`config.mk`:
```
export PLATFORM = sky130hd
export DESIGN_NAME = wdu_top
export DESIGN_NICKNAME = d
export VERILOG_FILES = /design/src/wdu_pkg.sv /design/src/wdu_prescaler.sv /design/src/wdu_top.sv
export SDC_FILE = /design/constraint.sdc
export NUM_CORES = 1
export LEC_CHECK = 0
export ABC_AREA = 0
export BUFFER_PORTS_ARGS = -buffer_cell sky130_fd_sc_hd__buf_2
export CAP_MARGIN = 20
export CELL_PAD_IN_SITES_DETAIL_PLACEMENT = 1
export CELL_PAD_IN_SITES_GLOBAL_PLACEMENT = 1
export CORE_MARGIN = 1.5
export CORE_UTILIZATION = 35
export DETAILED_ROUTE_END_ITERATION = 6
export GPL_ROUTABILITY_DRIVEN = 0
export GPL_TIMING_DRIVEN = 1
export PLACE_DENSITY = 0.67
export SLEW_MARGIN = 25
export SYNTH_ARGS = -nofsm -noshare
export SYNTH_HDL_FRONTEND = slang
export SYNTH_SLANG_ARGS = --single-unit
```
`constraint.sdc`:
```
create_clock -name clk_i -period 2.9 [get_ports clk_i]
set_input_delay 0 -clock clk_i [delete_from_list [all_inputs] [get_ports clk_i]]
set_output_delay 0 -clock clk_i [all_outputs]
set_load 0.05 [all_outputs]
```
`src/wdu_pkg.sv`:
```
// wdu_pkg: register map, field positions, reset values and timing counts of the watchdog unit
package wdu_pkg;
	// ==========================================
	// register byte addresses
	localparam logic [11:0] WDU_START_ADDR = 12'h000;
	localparam logic [11:0] WDU_CTRL_ADDR = 12'h004;
	localparam logic [11:0] WDU_MODE_ONE_ADDR = 12'h008;
	localparam logic [11:0] WDU_MODE_TWO_ADDR = 12'h00C;
	localparam logic [11:0] WDU_PROTECT_ADDR = 12'h010;
	localparam logic [11:0] WDU_CLKCTL_ADDR = 12'h014;
	localparam logic [11:0] WDU_STATUS_ADDR = 12'h018;
	// ==========================================
	// field positions
	localparam int WDU_RATIO_BIT = 7;
	localparam int WDU_SUBCLK_BIT = 0;
	localparam int WDU_RESET_SEL_BIT = 2;
	localparam int WDU_SRC_SEL_BIT = 2;
	localparam int WDU_WREN_BIT = 1;
	localparam int WDU_STOP_BIT = 0;
	// ==========================================
	// reset values and counts
	localparam logic [14:0] WDU_FULL_COUNT = 15'h7FFF;
	localparam logic [6:0] WDU_DIV_16_TOP = 7'h0F;
	localparam logic [6:0] WDU_DIV_128_TOP = 7'h7F;
	localparam logic [6:0] WDU_DIV_2_TOP = 7'h01;
	localparam logic [2:0] WDU_NMI_LEVEL = 3'h7;
	localparam logic [31:0] WDU_ZERO_WORD = 32'h0000_0000;
	typedef enum logic [1:0] {WDU_IDLE, WDU_RUN} wdu_state_t;
endpackage : wdu_pkg

```
`src/wdu_prescaler.sv`:
```
// wdu_prescaler: divides the cpu clock into count pulses for the watchdog counter
`timescale 1ns/1ps
module wdu_prescaler (
	// clock and reset
	input wire logic clk_i,
	input wire logic rst_i,
	input wire logic ce_i,
	// control
	input wire logic run_i,
	input wire logic clear_i,
	input wire logic [6:0] top_i,
	// pulse out
	output logic tick_o
);
	import wdu_pkg::*;
	logic [6:0] count;
	always_ff @(posedge clk_i or posedge rst_i) begin
		if (rst_i) begin
			count <= 7'h00;
			tick_o <= 1'b0;
		end else if (ce_i) begin
			tick_o <= 1'b0;
			if (clear_i) begin
				count <= 7'h00;
			end else if (run_i) begin
				if (count >= top_i) begin
					count <= 7'h00;
					tick_o <= 1'b1;
				end else begin
					count <= count + 7'h01;
				end
			end
		end
	end
endmodule : wdu_prescaler

```
`src/wdu_top.sv`:
```
// wdu_top: watchdog timer unit with apb register access
//
// Decided for this implementation: register access over APB and the register offsets.
`timescale 1ns/1ps
module wdu_top (
	// clock and reset
	input wire logic clk_i,
	input wire logic rst_i,
	input wire logic ce_i,
	// apb slave
	input wire logic psel_i,
	input wire logic penable_i,
	input wire logic pwrite_i,
	input wire logic [11:0] paddr_i,
	input wire logic [31:0] pwdata_i,
	output logic [31:0] prdata_o,
	output logic pready_o,
	output logic pslverr_o,
	// system state pins
	input wire logic stop_mode_i,
	input wire logic wait_mode_i,
	input wire logic hold_state_i,
	input wire logic ring_osc_clk_i,
	input wire logic irq_accept_i,
	// outputs
	output logic wdt_irq_o,
	output logic wdt_reset_o,
	output logic ring_osc_en_o,
	output logic stop_request_o,
	output logic [2:0] ipl_o
);
	import wdu_pkg::*;
	// ==========================================
	// registers
	wdu_state_t state;
	logic [14:0] counter;
	logic prescaler_ratio_select;
	logic sub_clock_select;
	logic underflow_reset_select;
	logic count_source_select;
	logic mode_write_enable;
	logic all_clock_stop_bit;
	logic [2:0] ring_sync;
	logic [2:0] stop_sync;
	logic [2:0] wait_sync;
	logic [2:0] hold_sync;
	logic [1:0] acc_sync;
	logic acc_prev;
	logic tick;
	logic ring_edge;
	logic freeze;
	logic pre_run;
	logic step;
	logic [6:0] div_top;
	logic wr_en;
	logic rd_en;
	logic start_wr;
	logic [31:0] next_rdata;
	logic next_err;
	// ==========================================
	// apb decode
	function automatic logic addr_known(input logic [11:0] a);
		addr_known = (a == WDU_START_ADDR) || (a == WDU_CTRL_ADDR) || (a == WDU_MODE_ONE_ADDR) ||
			(a == WDU_MODE_TWO_ADDR) || (a == WDU_PROTECT_ADDR) || (a == WDU_CLKCTL_ADDR) ||
			(a == WDU_STATUS_ADDR);
	endfunction : addr_known
	assign wr_en = psel_i && penable_i && pwrite_i && ce_i;
	assign rd_en = psel_i && penable_i && !pwrite_i && ce_i;
	assign start_wr = wr_en && (paddr_i == WDU_START_ADDR);
	// ==========================================
	// pin synchronisers
	always_ff @(posedge clk_i or posedge rst_i) begin
		if (rst_i) begin
			ring_sync <= 3'h0;
			stop_sync <= 3'h0;
			wait_sync <= 3'h0;
			hold_sync <= 3'h0;
			acc_sync <= 2'h0;
			acc_prev <= 1'b0;
		end else if (ce_i) begin
			ring_sync <= {ring_sync[1:0], ring_osc_clk_i};
			stop_sync <= {stop_sync[1:0], stop_mode_i};
			wait_sync <= {wait_sync[1:0], wait_mode_i};
			hold_sync <= {hold_sync[1:0], hold_state_i};
			acc_sync <= {acc_sync[0], irq_accept_i};
			acc_prev <= acc_sync[1];
		end
	end
	// edge taken between second and third stage only
	assign ring_edge = ring_sync[1] && !ring_sync[2];
	// ==========================================
	// count source selection
	always_comb begin
		if (sub_clock_select) begin
			div_top = WDU_DIV_2_TOP;
		end else if (prescaler_ratio_select) begin
			div_top = WDU_DIV_128_TOP;
		end else begin
			div_top = WDU_DIV_16_TOP;
		end
	end
	// stop always freezes; wait and hold only without ring source
	assign freeze = stop_sync[2] || (!count_source_select && (wait_sync[2] || hold_sync[2]));
	assign pre_run = (state == WDU_RUN) && !freeze && !count_source_select;
	assign step = (state == WDU_RUN) && !freeze && (count_source_select ? ring_edge : tick);
	wdu_prescaler u_prescaler (
		.clk_i(clk_i),
		.rst_i(rst_i),
		.ce_i(ce_i),
		.run_i(pre_run),
		.clear_i(start_wr),
		.top_i(div_top),
		.tick_o(tick)
	);
	// ==========================================
	// counter and underflow
	always_ff @(posedge clk_i or posedge rst_i) begin
		if (rst_i) begin
			state <= WDU_IDLE;
			counter <= WDU_FULL_COUNT;
			wdt_irq_o <= 1'b0;
			wdt_reset_o <= 1'b0;
		end else if (ce_i) begin
			wdt_irq_o <= 1'b0;
			if (start_wr) begin
				state <= WDU_RUN;
				counter <= WDU_FULL_COUNT;
			end else if (step) begin
				// 32768 steps from full count to underflow
				if (counter == 15'h0000) begin
					counter <= WDU_FULL_COUNT;
					if (underflow_reset_select) begin
						wdt_reset_o <= 1'b1;
					end else begin
						wdt_irq_o <= 1'b1;
					end
				end else begin
					counter <= counter - 15'h0001;
				end
			end
		end
	end
	// ==========================================
	// control registers
	always_ff @(posedge clk_i or posedge rst_i) begin
		if (rst_i) begin
			prescaler_ratio_select <= 1'b0;
			sub_clock_select <= 1'b0;
			underflow_reset_select <= 1'b0;
			count_source_select <= 1'b0;
			mode_write_enable <= 1'b0;
			all_clock_stop_bit <= 1'b0;
		end else if (wr_en) begin
			if (paddr_i == WDU_CTRL_ADDR) begin
				prescaler_ratio_select <= pwdata_i[WDU_RATIO_BIT];
				sub_clock_select <= pwdata_i[WDU_SUBCLK_BIT];
			end else if (paddr_i == WDU_MODE_ONE_ADDR) begin
				if (mode_write_enable && pwdata_i[WDU_RESET_SEL_BIT]) begin
					underflow_reset_select <= 1'b1;
				end
			end else if (paddr_i == WDU_MODE_TWO_ADDR) begin
				if (mode_write_enable) begin
					count_source_select <= pwdata_i[WDU_SRC_SEL_BIT];
				end
			end else if (paddr_i == WDU_PROTECT_ADDR) begin
				mode_write_enable <= pwdata_i[WDU_WREN_BIT];
			end else if (paddr_i == WDU_CLKCTL_ADDR) begin
				if (!count_source_select) begin
					all_clock_stop_bit <= pwdata_i[WDU_STOP_BIT];
				end
			end
		end
	end
	// ==========================================
	// side outputs
	always_ff @(posedge clk_i or posedge rst_i) begin
		if (rst_i) begin
			ring_osc_en_o <= 1'b0;
			stop_request_o <= 1'b0;
			ipl_o <= 3'h0;
		end else if (ce_i) begin
			ring_osc_en_o <= count_source_select;
			stop_request_o <= all_clock_stop_bit && !count_source_select;
			if (acc_sync[1] && !acc_prev) begin
				ipl_o <= WDU_NMI_LEVEL;
			end
		end
	end
	// ==========================================
	// apb read path
	always_comb begin
		next_rdata = WDU_ZERO_WORD;
		next_err = !addr_known(paddr_i);
		if (paddr_i == WDU_CTRL_ADDR) begin
			next_rdata[WDU_RATIO_BIT] = prescaler_ratio_select;
			next_rdata[WDU_SUBCLK_BIT] = sub_clock_select;
		end else if (paddr_i == WDU_MODE_ONE_ADDR) begin
			next_rdata[WDU_RESET_SEL_BIT] = underflow_reset_select;
		end else if (paddr_i == WDU_MODE_TWO_ADDR) begin
			next_rdata[WDU_SRC_SEL_BIT] = count_source_select;
		end else if (paddr_i == WDU_PROTECT_ADDR) begin
			next_rdata[WDU_WREN_BIT] = mode_write_enable;
		end else if (paddr_i == WDU_CLKCTL_ADDR) begin
			next_rdata[WDU_STOP_BIT] = all_clock_stop_bit;
		end else if (paddr_i == WDU_STATUS_ADDR) begin
			next_rdata[14:0] = counter;
			next_rdata[16] = (state == WDU_RUN);
		end
	end
	// no wait state: ready in the first access cycle
	always_ff @(posedge clk_i or posedge rst_i) begin
		if (rst_i) begin
			prdata_o <= WDU_ZERO_WORD;
			pready_o <= 1'b0;
			pslverr_o <= 1'b0;
		end else if (ce_i) begin
			pready_o <= psel_i && !penable_i;
			pslverr_o <= psel_i && !penable_i && next_err;
			if (psel_i && !penable_i && !pwrite_i) begin
				prdata_o <= next_rdata;
			end
		end
	end
endmodule : wdu_top

```
==> flow_metrics.tcl <==
set metrics [dict create \
    status "completed" \
    grtUsageMet3_pct 4.073 \
    die_y_um 104.4 \
    portBuffers 51 \
    min_period_ns 2.335 \
    dp_hpwl_um 6087 \
    postRouteAntennaNets 0 \
    path_clk_slew_ns 0.08 \
    fin_ws_ns 0.5653 \
    cts_tree "yes" \
    diodes 0 \
    area_growth_pct 18.85 \
    hold_viol_final 0 \
    fin_cells 528 \
    viasPerCell 5.244 \
    irDropWorstVdd_mv 0.2778 \
    nets 453 \
    r2r_end "u_prescaler.count[0]" \
    required_ns 3.18 \
    cts_buffer_depth 2 \
    synth_fa_ha_area_share_pct 2.782 \
    grt_pass1_wl_um 15060 \
    synth_area_leader_cell "dfrtp_1" \
    busiest_layer "met2" \
    endpoint "u_prescaler.count[0]" \
    yosys-top-cells-area "dfrtp_1, dfstp_2, mux2_2" \
    final.setup.tns_ns 0 \
    cp.arrival_ns 2.62 \
    synth_warnings 0 \
    grt_use_met2_pct 29.37 \
    drcViolationCount 0 \
    rows 36 \
    antenna_found_initial 0 \
    clock_latency_ns 0.34 \
    syn_area_per_cell_sq_um 11.07 \
    cp-end-kind "flip-flop" \
    met1_usage_pct 21.68 \
    max_freq_ghz 0.4283 \
    routed_wl_um 8807 \
    grt_setup_unrepaired "no" \
    synth-seq-cells 68 \
    min_path_type "input port to flip-flop" \
    synth_top_family_by_area "simple AND/OR/NAND/NOR gates" \
    place_ws_ns 0.5748 \
    synth_mux_area_share_pct 7.406 \
    critical_path_peak_fanout 6 \
    initial_core_util_pct 36.48 \
    critPathLaunchType "flip-flop" \
    r2r_start "sub_clock_select" \
    async_flop_share_pct 100.0 \
    grt_max_degree 51 \
    cap_violations 0 \
    slew_headroom_pct 56.77 \
    chipWidth_um 104.4 \
    leakagePower_nw 1.892 \
    synth_compound_area_share_pct 17.04 \
    io_pins 96 \
    seq_area_frac_synth_pct 47.81 \
    power_density_nw_per_um2 489.8 \
    cts_buffers 9 \
    report.final.setup_viol 0 \
    synthCells 325 \
    synth-xor-area-share_pct 0.4868 \
    drive_gt1_share_pct 34.18 \
    setup.worst_path.start "sub_clock_select" \
    path_class "flip-flop to flip-flop" \
    fin_crit_sh_pct 80.51 \
    groute.usage.overall_pct 17.28 \
    h-tree-depth 3 \
    slew_viol_final 0 \
    coreArea_sq_um 9864 \
    finalClockSkew_ns 0.008542 \
    synth_top_flop_cell "dfrtp_1" \
    synth_enable_flop_cells 0 \
    r2r_setup_slack_ns 0.57 \
    drt_first_pass_iters 4 \
    synth_top_area_share_pct 36.86 \
    worstRegToRegCells 7 \
    netlist_area_sq_um 3598 \
    grt_overflow_total 0 \
    dieArea_sq_um 10900 \
    dr_total_vias 2769 \
    cts-root-buf "clkbuf_8" \
    synthSimpleGateAreaFrac_pct 17.80 \
    routedWlPerCell_um 16.68 \
    drt_iter0_markers 79 \
    hold_ws_ns 0.02180 \
    dp.cells 498 \
    cts_sinks 68 \
    grt_pass1_vias 2937 \
    worst_pin_slew_ns 0.6395 \
    ys_types 65 \
]
[cell type report]
type                    instances  area (sq um)
inverters                      11         41.29
flip-flops and latches         68          1720
repair buffers                 70         432.9
multi-input cells             230          1698
fillers                      1118          5588
well taps                     133         166.4
clock buffers                  10         127.6
clock inverters                 6         90.09
[worst min path at each step]
stage	from	to	slack, ns	depth (start not counted)
floorplan	pwdata_i[1]	mode_write_enable	0.15	1
global placement	rst_i	acc_prev	0.01	2
detailed placement	rst_i	ipl_o[0]	0.02	2
CTS	penable_i	pready_o	0.003	3
global route	penable_i	pready_o	0.03	3
finish	penable_i	pready_o	0.02	3
[metrics by stage]
stage / cell area (sq um) / util (%) / power, mW
global placement: 3919 / 39.73 / 1.224
detailed placement: 3919 / 39.73 / 1.231
floorplan: 3655 / - / 1.194
global route: 4277 / 43.35 / 2.198
CTS: 4277 / 43.35 / 2.132
finish: 4277 / 43.35 / 2.095
[worst max-delay path: stages, from the launching register on]
cell	delay, ns
dfrtp_1	0.46
nand2b_1	0.22
ha_1	0.34
a21o_1	0.18
a221o_1	0.40
nor3_4	0.31
and2_2	0.21
mux2_2	0.13
[synth_stat cells (4+ instances only)]
| library cell | number |
|---|---|
| o21ai_0 | 16 |
| or3_1 | 6 |
| nor4_2 | 4 |
| clkbuf_1 | 8 |
| buf_4 | 20 |
| inv_1 | 10 |
| nand2_1 | 20 |
| a22o_1 | 14 |
| a21o_1 | 5 |
| a31oi_1 | 8 |
| nor2_1 | 11 |
| nor3_1 | 5 |
| a32oi_1 | 4 |
| dfrtp_1 | 53 |
| nand3_1 | 18 |
| o31ai_1 | 4 |
| dfstp_2 | 15 |
| ha_1 | 8 |
| nand4_1 | 4 |
| mux2_2 | 21 |
[metal layers]
metal,wire length (um),part of all wire (%)
met5,0,0
met4,132,1.5
met3,271,3.1
met2,4429,50
met1,3974,45
[registers in the layout, summed over array words and instances (netlist names), 2 cells and up]
| signal | flops |
|---|---|
| prdata_o | 16 |
| hold_sync | 3 |
| ring_sync | 3 |
| counter | 15 |
| acc_sync | 2 |
| stop_sync | 3 |
| u_prescaler.count | 7 |
| wait_sync | 3 |
[cell usage in the layout, fill, tap and decap left out, types with 3 or more instances in the layout]
cell type      instances
a21o_1                 5
a21oi_1                3
a22o_1                14
a31oi_1                8
a32oi_1                4
and3_1                 3
and4_1                 3
buf_2                 51
buf_4                  5
clkbuf_8               9
conb_1                16
dfrtp_1               53
dfstp_2               15
dlygate4sd3_1         14
ha_1                   8
inv_1                  9
mux2_2                21
mux2i_1                3
nand2_1               20
nand2b_1               3
nand3_1               18
nand4_1                4
nor2_1                11
nor3_1                 5
nor3_2                 3
nor4_2                 4
o211ai_1               3
o21ai_0               16
o31ai_1                4
or2_2                  3
or3_1                  6
[cell families (layout without fill, tap and decap cells)]
family / Yosys count / count (layout)
AO/OA/AOI/OAI: 77 / 77
XOR/XNOR: 2 / 2
adder cells (fa/ha/maj): 8 / 8
buffers and inverters: 42 / 97
flip-flops: 68 / 68
multiplexers: 24 / 24
other: 1 / 16
AND/OR/NAND/NOR: 103 / 103
[report_power, final]
part	switching [mW]	internal [mW]
Sequential	0.0340	0.996
Clock	0.382	0.486
Combinational	0.125	0.0707
Total	0.542	1.55
[what timing repair did]
| action | CTS | global route |
|---|---|---|
| setup endpoints to repair | 0 | 0 |
| setup buffers | 0 | 0 |
| gates resized for setup | 0 | 0 |
| hold buffers | 14 | 0 |
| hold endpoints to repair | 32 | 0 |
(Power assumes the default switching activity.)
